$ cat src/placeholder_unused_never.sv
// Intentionally empty design companion
`timescale 1ns/1ps
`default_nettype none
`default_nettype wire

$ cat src/irq_mask_pkg.sv
// Constants for the interrupt mask and status logic
`default_nettype none
package irq_mask_pkg;
   // ****************************************
   // Register addresses
   // ****************************************
   localparam logic [5:0]  MASK_ADDR       = 6'h05;
   localparam logic [5:0]  STATUS_ADDR     = 6'h24;
   // ****************************************
   // Mask register fields
   // ****************************************
   localparam int          ATTN_BIT        = 15;
   localparam int          RAM_ADDR_BIT    = 12;
   localparam int          ARB_BUSY_BIT    = 11;
   localparam int          STRM_DATA_BIT   = 10;
   localparam int          PLL_UNLOCK_BIT  = 9;
   localparam int          DEEP_DOZE_BIT   = 8;
   localparam int          DOZE_TMR_BIT    = 4;
   localparam int          CMP_FOUR_BIT    = 3;
   localparam int          CMP_THREE_BIT   = 2;
   localparam int          CMP_TWO_BIT     = 1;
   localparam int          CMP_ONE_BIT     = 0;
   // Writable bits; reserved 14-13 and 7-5 stay at zero
   localparam logic [15:0] MASK_WRITABLE   = 16'h9F1F;
   // Bits that gate a status source onto the request pin
   localparam logic [15:0] SOURCE_BITS     = 16'h9E1F;
   localparam logic [15:0] MASK_RESET      = 16'h8000;
   localparam logic [15:0] STATUS_RESET    = 16'h0000;
endpackage : irq_mask_pkg
`default_nettype wire

$ cat src/transceiver_irq_mask_logic.sv
// Interrupt mask register, status flags, request pin and doze control
`timescale 1ns/1ps
`default_nettype none

// Notes on behaviour
// - Request pin asserts while any status flag is set with its mask bit one.
// - Host reading status clears pending flags; host must do that read.
// - Masked source still sets its flag but does not drive the pin.
// - Mask bit 15 gates attention; it is set out of reset.
// - Mask bit 12 gates packet RAM address error.
// - Mask bit 11 gates packet RAM arbiter busy error.
// - Mask bit 10 gates stream data error.
// - Mask bit 9 gates oscillator PLL unlock.
// - Bit 8 deep doze: leave only on attention, timer clocks stopped.
// - Bit 8 zero: leave doze on comparator two match or attention.
// - Mask bit 4 gates doze timer.
// - Mask bit 3 gates fourth event timer compare.
// - Mask bit 2 gates third event timer compare.
// - Mask bit 1 gates second event timer compare.
// - Mask bit 0 gates first event timer compare.
// - Requests masked in another control register share the same pin.
module transceiver_irq_mask_logic
(
   input  wire logic        clk,
   input  wire logic        srst,
   input  wire logic [5:0]  reg_addr,
   input  wire logic        reg_wr,
   input  wire logic        reg_rd,
   input  wire logic [15:0] reg_wdata,
   output logic      [15:0] reg_rdata,
   input  wire logic        attention_event,
   input  wire logic        ram_addr_error_event,
   input  wire logic        arb_busy_error_event,
   input  wire logic        stream_data_error_event,
   input  wire logic        pll_unlock_event,
   input  wire logic        doze_timer_event,
   input  wire logic        compare_one_event,
   input  wire logic        compare_two_event,
   input  wire logic        compare_three_event,
   input  wire logic        compare_four_event,
   input  wire logic        ext_irq_request,
   input  wire logic        doze_request,
   input  wire logic        attention_in,
   input  wire logic        second_timer_comparator,
   output logic             irq_request,
   output logic             dozing,
   output logic             doze_exit,
   output logic             timer_clock_run
);

   // ****************************************
   // Types and state
   // ****************************************
   typedef enum logic [1:0]
   {
      ST_AWAKE = 2'b01,
      ST_DOZE  = 2'b10
   } doze_state_t;

   doze_state_t state_reg;
   doze_state_t state_next;
   logic [15:0] mask_reg;
   logic [15:0] mask_next;
   logic [15:0] flags_reg;
   logic [15:0] flags_next;
   logic [15:0] rdata_reg;
   logic [15:0] rdata_next;
   logic        irq_reg;
   logic        irq_next;
   logic        exit_reg;
   logic        exit_next;
   logic        run_reg;
   logic        run_next;
   logic        dozing_reg;
   logic        dozing_next;
   logic [15:0] src_vec;
   logic        deep_doze;
   logic        wake;

   function automatic logic hit(input logic [5:0] a, input logic [5:0] target);
      hit = (a == target);
   endfunction

   // ****************************************
   // Source vector in mask bit order
   // ****************************************
   always_comb
   begin
      src_vec = 16'h0000;
      src_vec[irq_mask_pkg::ATTN_BIT]       = attention_event;
      src_vec[irq_mask_pkg::RAM_ADDR_BIT]   = ram_addr_error_event;
      src_vec[irq_mask_pkg::ARB_BUSY_BIT]   = arb_busy_error_event;
      src_vec[irq_mask_pkg::STRM_DATA_BIT]  = stream_data_error_event;
      src_vec[irq_mask_pkg::PLL_UNLOCK_BIT] = pll_unlock_event;
      src_vec[irq_mask_pkg::DOZE_TMR_BIT]   = doze_timer_event;
      src_vec[irq_mask_pkg::CMP_FOUR_BIT]   = compare_four_event;
      src_vec[irq_mask_pkg::CMP_THREE_BIT]  = compare_three_event;
      src_vec[irq_mask_pkg::CMP_TWO_BIT]    = compare_two_event;
      src_vec[irq_mask_pkg::CMP_ONE_BIT]    = compare_one_event;
   end

   // ****************************************
   // Registers, flags and request pin
   // ****************************************
   always_comb
   begin
      mask_next  = mask_reg;
      flags_next = flags_reg;
      rdata_next = 16'h0000;
      // Reserved bits never store, so they read as zero
      if (reg_wr && hit(reg_addr, irq_mask_pkg::MASK_ADDR))
      begin
         mask_next = reg_wdata & irq_mask_pkg::MASK_WRITABLE;
      end
      if (reg_rd && hit(reg_addr, irq_mask_pkg::MASK_ADDR))
      begin
         rdata_next = mask_reg;
      end
      if (reg_rd && hit(reg_addr, irq_mask_pkg::STATUS_ADDR))
      begin
         rdata_next = flags_reg;
         flags_next = 16'h0000;
      end
      // flags set regardless of mask; set beats a same-cycle clear
      flags_next = flags_next | src_vec;
      // masked flags drive request, per bit
      // shared with requests from other control register
      irq_next = (|(flags_reg & mask_reg & irq_mask_pkg::SOURCE_BITS)) | ext_irq_request;
   end

   always_ff @(posedge clk)
   begin
      if (srst)
      begin
         mask_reg  <= irq_mask_pkg::MASK_RESET;
         flags_reg <= irq_mask_pkg::STATUS_RESET;
         rdata_reg <= 16'h0000;
         irq_reg   <= 1'b0;
      end
      else
      begin
         mask_reg  <= mask_next;
         flags_reg <= flags_next;
         rdata_reg <= rdata_next;
         irq_reg   <= irq_next;
      end
   end

   // ****************************************
   // Doze control
   // ****************************************
   assign deep_doze = mask_reg[irq_mask_pkg::DEEP_DOZE_BIT];
   // wake sources depend on deep doze
   assign wake = attention_in || (!deep_doze && second_timer_comparator);

   always_comb
   begin
      state_next = state_reg;
      exit_next  = 1'b0;
      case (state_reg)
         ST_AWAKE:
         begin
            if (doze_request)
            begin
               state_next = ST_DOZE;
            end
         end
         ST_DOZE:
         begin
            if (wake)
            begin
               state_next = ST_AWAKE;
               exit_next  = 1'b1;
            end
         end
         default:
         begin
            state_next = ST_AWAKE;
         end
      endcase
      // timer and prescaler clocks stop in deep doze
      run_next = !((state_next == ST_DOZE) && deep_doze);
      // Own flop so the pin is not a decode of the state
      dozing_next = (state_next == ST_DOZE);
   end

   always_ff @(posedge clk)
   begin
      if (srst)
      begin
         state_reg <= ST_AWAKE;
         exit_reg  <= 1'b0;
         run_reg   <= 1'b1;
         dozing_reg <= 1'b0;
      end
      else
      begin
         state_reg <= state_next;
         exit_reg  <= exit_next;
         run_reg   <= run_next;
         dozing_reg <= dozing_next;
      end
   end

   assign reg_rdata       = rdata_reg;
   assign irq_request     = irq_reg;
   assign dozing          = dozing_reg;
   assign doze_exit       = exit_reg;
   assign timer_clock_run = run_reg;
endmodule // transceiver_irq_mask_logic

`default_nettype wire

$ cat config.mk
export PLATFORM = sky130hd
export DESIGN_NAME = transceiver_irq_mask_logic
export DESIGN_NICKNAME = d
export VERILOG_FILES = /design/src/placeholder_unused_never.sv /design/src/irq_mask_pkg.sv /design/src/transceiver_irq_mask_logic.sv
export SDC_FILE = /design/constraint.sdc
export NUM_CORES = 1
export LEC_CHECK = 0
export BUFFER_PORTS_ARGS = -buffer_cell sky130_fd_sc_hd__buf_4
export CAP_MARGIN = 20
export CORE_UTILIZATION = 43
export DETAILED_ROUTE_END_ITERATION = 10
export PLACE_DENSITY = 0.75
export SETUP_SLACK_MARGIN = 0.1
export SYNTH_ARGS = -nofsm -noshare
export SYNTH_HDL_FRONTEND = slang
export SYNTH_SLANG_ARGS = --single-unit
$ cat constraint.sdc
create_clock -name clk -period 1.52 [get_ports clk]
set_input_delay 0.456 -clock clk [delete_from_list [all_inputs] [get_ports clk]]
set_output_delay 0.456 -clock clk [all_outputs]
set_load 0.01 [all_outputs]
==> flow_summary.yaml <==
cts:
  clk_latency_ns: 0.33
  cts-buffers-inserted: 5
  clockBufferDepth: 2
  clkTransAtPathRegs_ns: 0.10
  h-tree-depth: 2
  postCtsResizedCells: 0
  cts_tree: "yes"
  hold_buffers: 0
  cts.sinks: 38
  post_cts_buffers: 0
  clock_tree.root_cell: "clkbuf_4"
synthesis:
  synth_edf_count: 0
  yosysTopAreaCell: "dfxtp_1"
  ys_seq_elements: 38
  synth_top_area_share_pct: 49.7
  ys_warn_count: 0
  synth.most_common_cell: "dfxtp_1"
  synth_area_um2: 1530
  synth.avg_cell_area_um2: 8.79
  async_flop_share_pct: 0
  ys_seq_area_share_pct: 49.7
  syn_inst: 174
  ys.flop_type: "dfxtp_1"
  synth_cell_types: 30
  synth_area_leaders: "dfxtp_1 50%, a21oi_1 6.5%, o21ai_1 6.5%"
  synthTopCellsByCount: "38 x dfxtp_1, 20 x a21oi_1, 20 x o21ai_1"
timing:
  hold_violations: 0
  timing.final.max_slew_violations: 0
  max_freq_mhz: 766
  setup_viol: 0
  slew_headroom_pct: 50.5
  tightestPinTransition_ns: 0.742
  fin_crit_ns: 1.30
  post-route-period-util_pct: 85.8
  skew_ns: 0.00838
  rsz0062_at_grt: "no"
critical_path:
  slowest_delay_ns: 0.38
  cpMaxStageDelayCell: "dfxtp_1"
  startpoint_type: "flop"
  r2r_cells: 5
  crit_chain: "inv_1, ha_1, nor2b_1, o21ai_0, and4_1"
  end_kind: "flop"
  critPathMaxFanout: 4
  required_ns: 1.79
  critical_path_class: "reg -> reg"
  worst_ep_arrival_time_ns: 1.58
place:
  place_hpwl_um: 2250
  finalWeightedCongestion: 0.789
  placed_cells: 263
  port_buffers: 49
finish:
  nNetsFinal: 266
  drive_gt1_share_pct: 28.0
  utilization_pct: 58.8
  area_growth_pct: 29.2
  instances_no_fill: 271
  fill_cells: 327
  num_antenna_cells: 0
floorplanning:
  rows: 21
  initial_core_util_pct: 45.5
  dieArea_um2: 3800
  io-pin-count: 60
  die_height_um: 61.7
  core_um2: 3360
  dieWidth_um: 61.7
power:
  p_per_area_nw_per_um2: 974
  ir_drop_mv: 0.380
  cellInternalPower_mw: 1.43
  switchingPower_mw: 0.492
  share_seq_of_total_power_pct: 56.3
  total_power_mw: 1.93
  cellLeakagePower_nw: 0.831
  clockPowerShare_pct: 27.3
  power_frac_comb_pct: 16.5
  swShare_pct: 25.5
global_routing:
  grt_overflow_total: 0
  grt_pass1_wl_um: 4930
  grt_usage_pct: 17.6
  grt_pass1_vias: 1149
  antenna_found_initial: 0
  grt_max_degree: 26
drt:
  viasPerCell: 4.92
  wl_per_cell_um: 11.5
  first_pass_iters: 4
  wirelength_um: 3110
  dr_total_vias: 1334
  drc_errors: 0
  ant_nets: 0
  dr.first_iter.drc_count: 43
flow_run:
  max-cap-violations: 0
worst_hold_path:
  hold_depth: 3
  hold_class: "in -> reg"
status:
  outcome: "completed"
cells in the final DEF (no fill, tap or decap), types with 2 or more instances in the layout:
| master | Yosys | final |
|---|---|---|
| conb_1 | 1 | 5 |
| nand3b_1 | 4 | 4 |
| dfxtp_1 | 38 | 38 |
| a21oi_1 | 20 | 20 |
| clkbuf_4 | 0 | 5 |
| nand2_1 | 3 | 3 |
| nor2b_1 | 4 | 4 |
| a22o_1 | 2 | 2 |
| o21ai_1 | 20 | 20 |
| buf_4 | 5 | 54 |
| nand3_1 | 12 | 12 |
| nor2_1 | 13 | 13 |
| ha_1 | 2 | 2 |
| a22oi_1 | 10 | 10 |
| o21ai_0 | 5 | 5 |
| inv_1 | 13 | 13 |
kinds of logic after synthesis:
kind of cell / Yosys count / share of synthesized area [%]
simple gates: 42 / 15.3
compound gates: 63 / 24.0
buf+inv: 28 / 9.16
flops: 38 / 49.7
fa+ha+maj: 2 / 1.64
other cells: 1 / 0.245
area by class of cell:
class	count	area (µm²)	share of cell area, %
multi-input cells	112	644	32.6
flip-flops and latches	38	761	38.5
inverters	13	48.8	2.47
repair buffers	54	405	20.5
clock inverters	1	5.00	0.253
clock buffers	7	55.1	2.78
well taps	46	57.6	2.91
per-layer routing:
metal  up-vias  part of all wire (%)  track usage [%]
li1        702                     -                -
met1       587                    50             24.8
met2        38                    44             26.3
met3         7                   4.7             3.78
met4         0                   1.5             6.67
met5         -                     0                0
worst max-delay path: cells and delay by family (launching register included):
family | cells | cell delay, ns
simple gates | 2 | 0.35
compound gates | 1 | 0.23
flops | 1 | 0.38
fa+ha+maj | 1 | 0.21
buf+inv | 1 | 0.07
power groups by stage:
stage | combinational (mW) | sequential, mW | clock (mW)
floorplan | 0.194 | 1.11 | 0
global placement | 0.312 | 1.11 | 0
detailed placement | 0.317 | 1.11 | 0
CTS | 0.318 | 1.08 | 0.537
global route | 0.366 | 1.09 | 0.582
finish | 0.317 | 1.08 | 0.525
stage by stage:
step | hold slack (ns) | instance area, µm² | worst slack [ns] | setup TNS, ns
floorplan | 0.431 | 1550 | 0.0762 | 0
global placement | 0.480 | 1920 | -0.128 | -1.92
detailed placement | 0.482 | 1920 | -0.127 | -2.01
CTS | 0.352 | 1980 | 0.215 | 0
global route | 0.350 | 1980 | 0.110 | 0
finish | 0.359 | 1980 | 0.215 | 0
worst paths after layout:
check | startpoint | endpoint | slack [ns]
worst max register to register | state_reg[1]$_SDFF_PP0_ | dozing$_SDFF_PP0_ | 0.22
worst max-delay path | state_reg[1]$_SDFF_PP0_ | dozing$_SDFF_PP0_ | 0.22
worst min-delay path | ram_addr_error_event | flags_reg[12]$_SDFF_PP0_ | 0.36
worst min register to register | mask_reg[8]$_SDFFE_PP0P_ | reg_rdata[8]$_SDFF_PP0_ | 0.50
No activity file was read; power rests on OpenSTA's default activity.
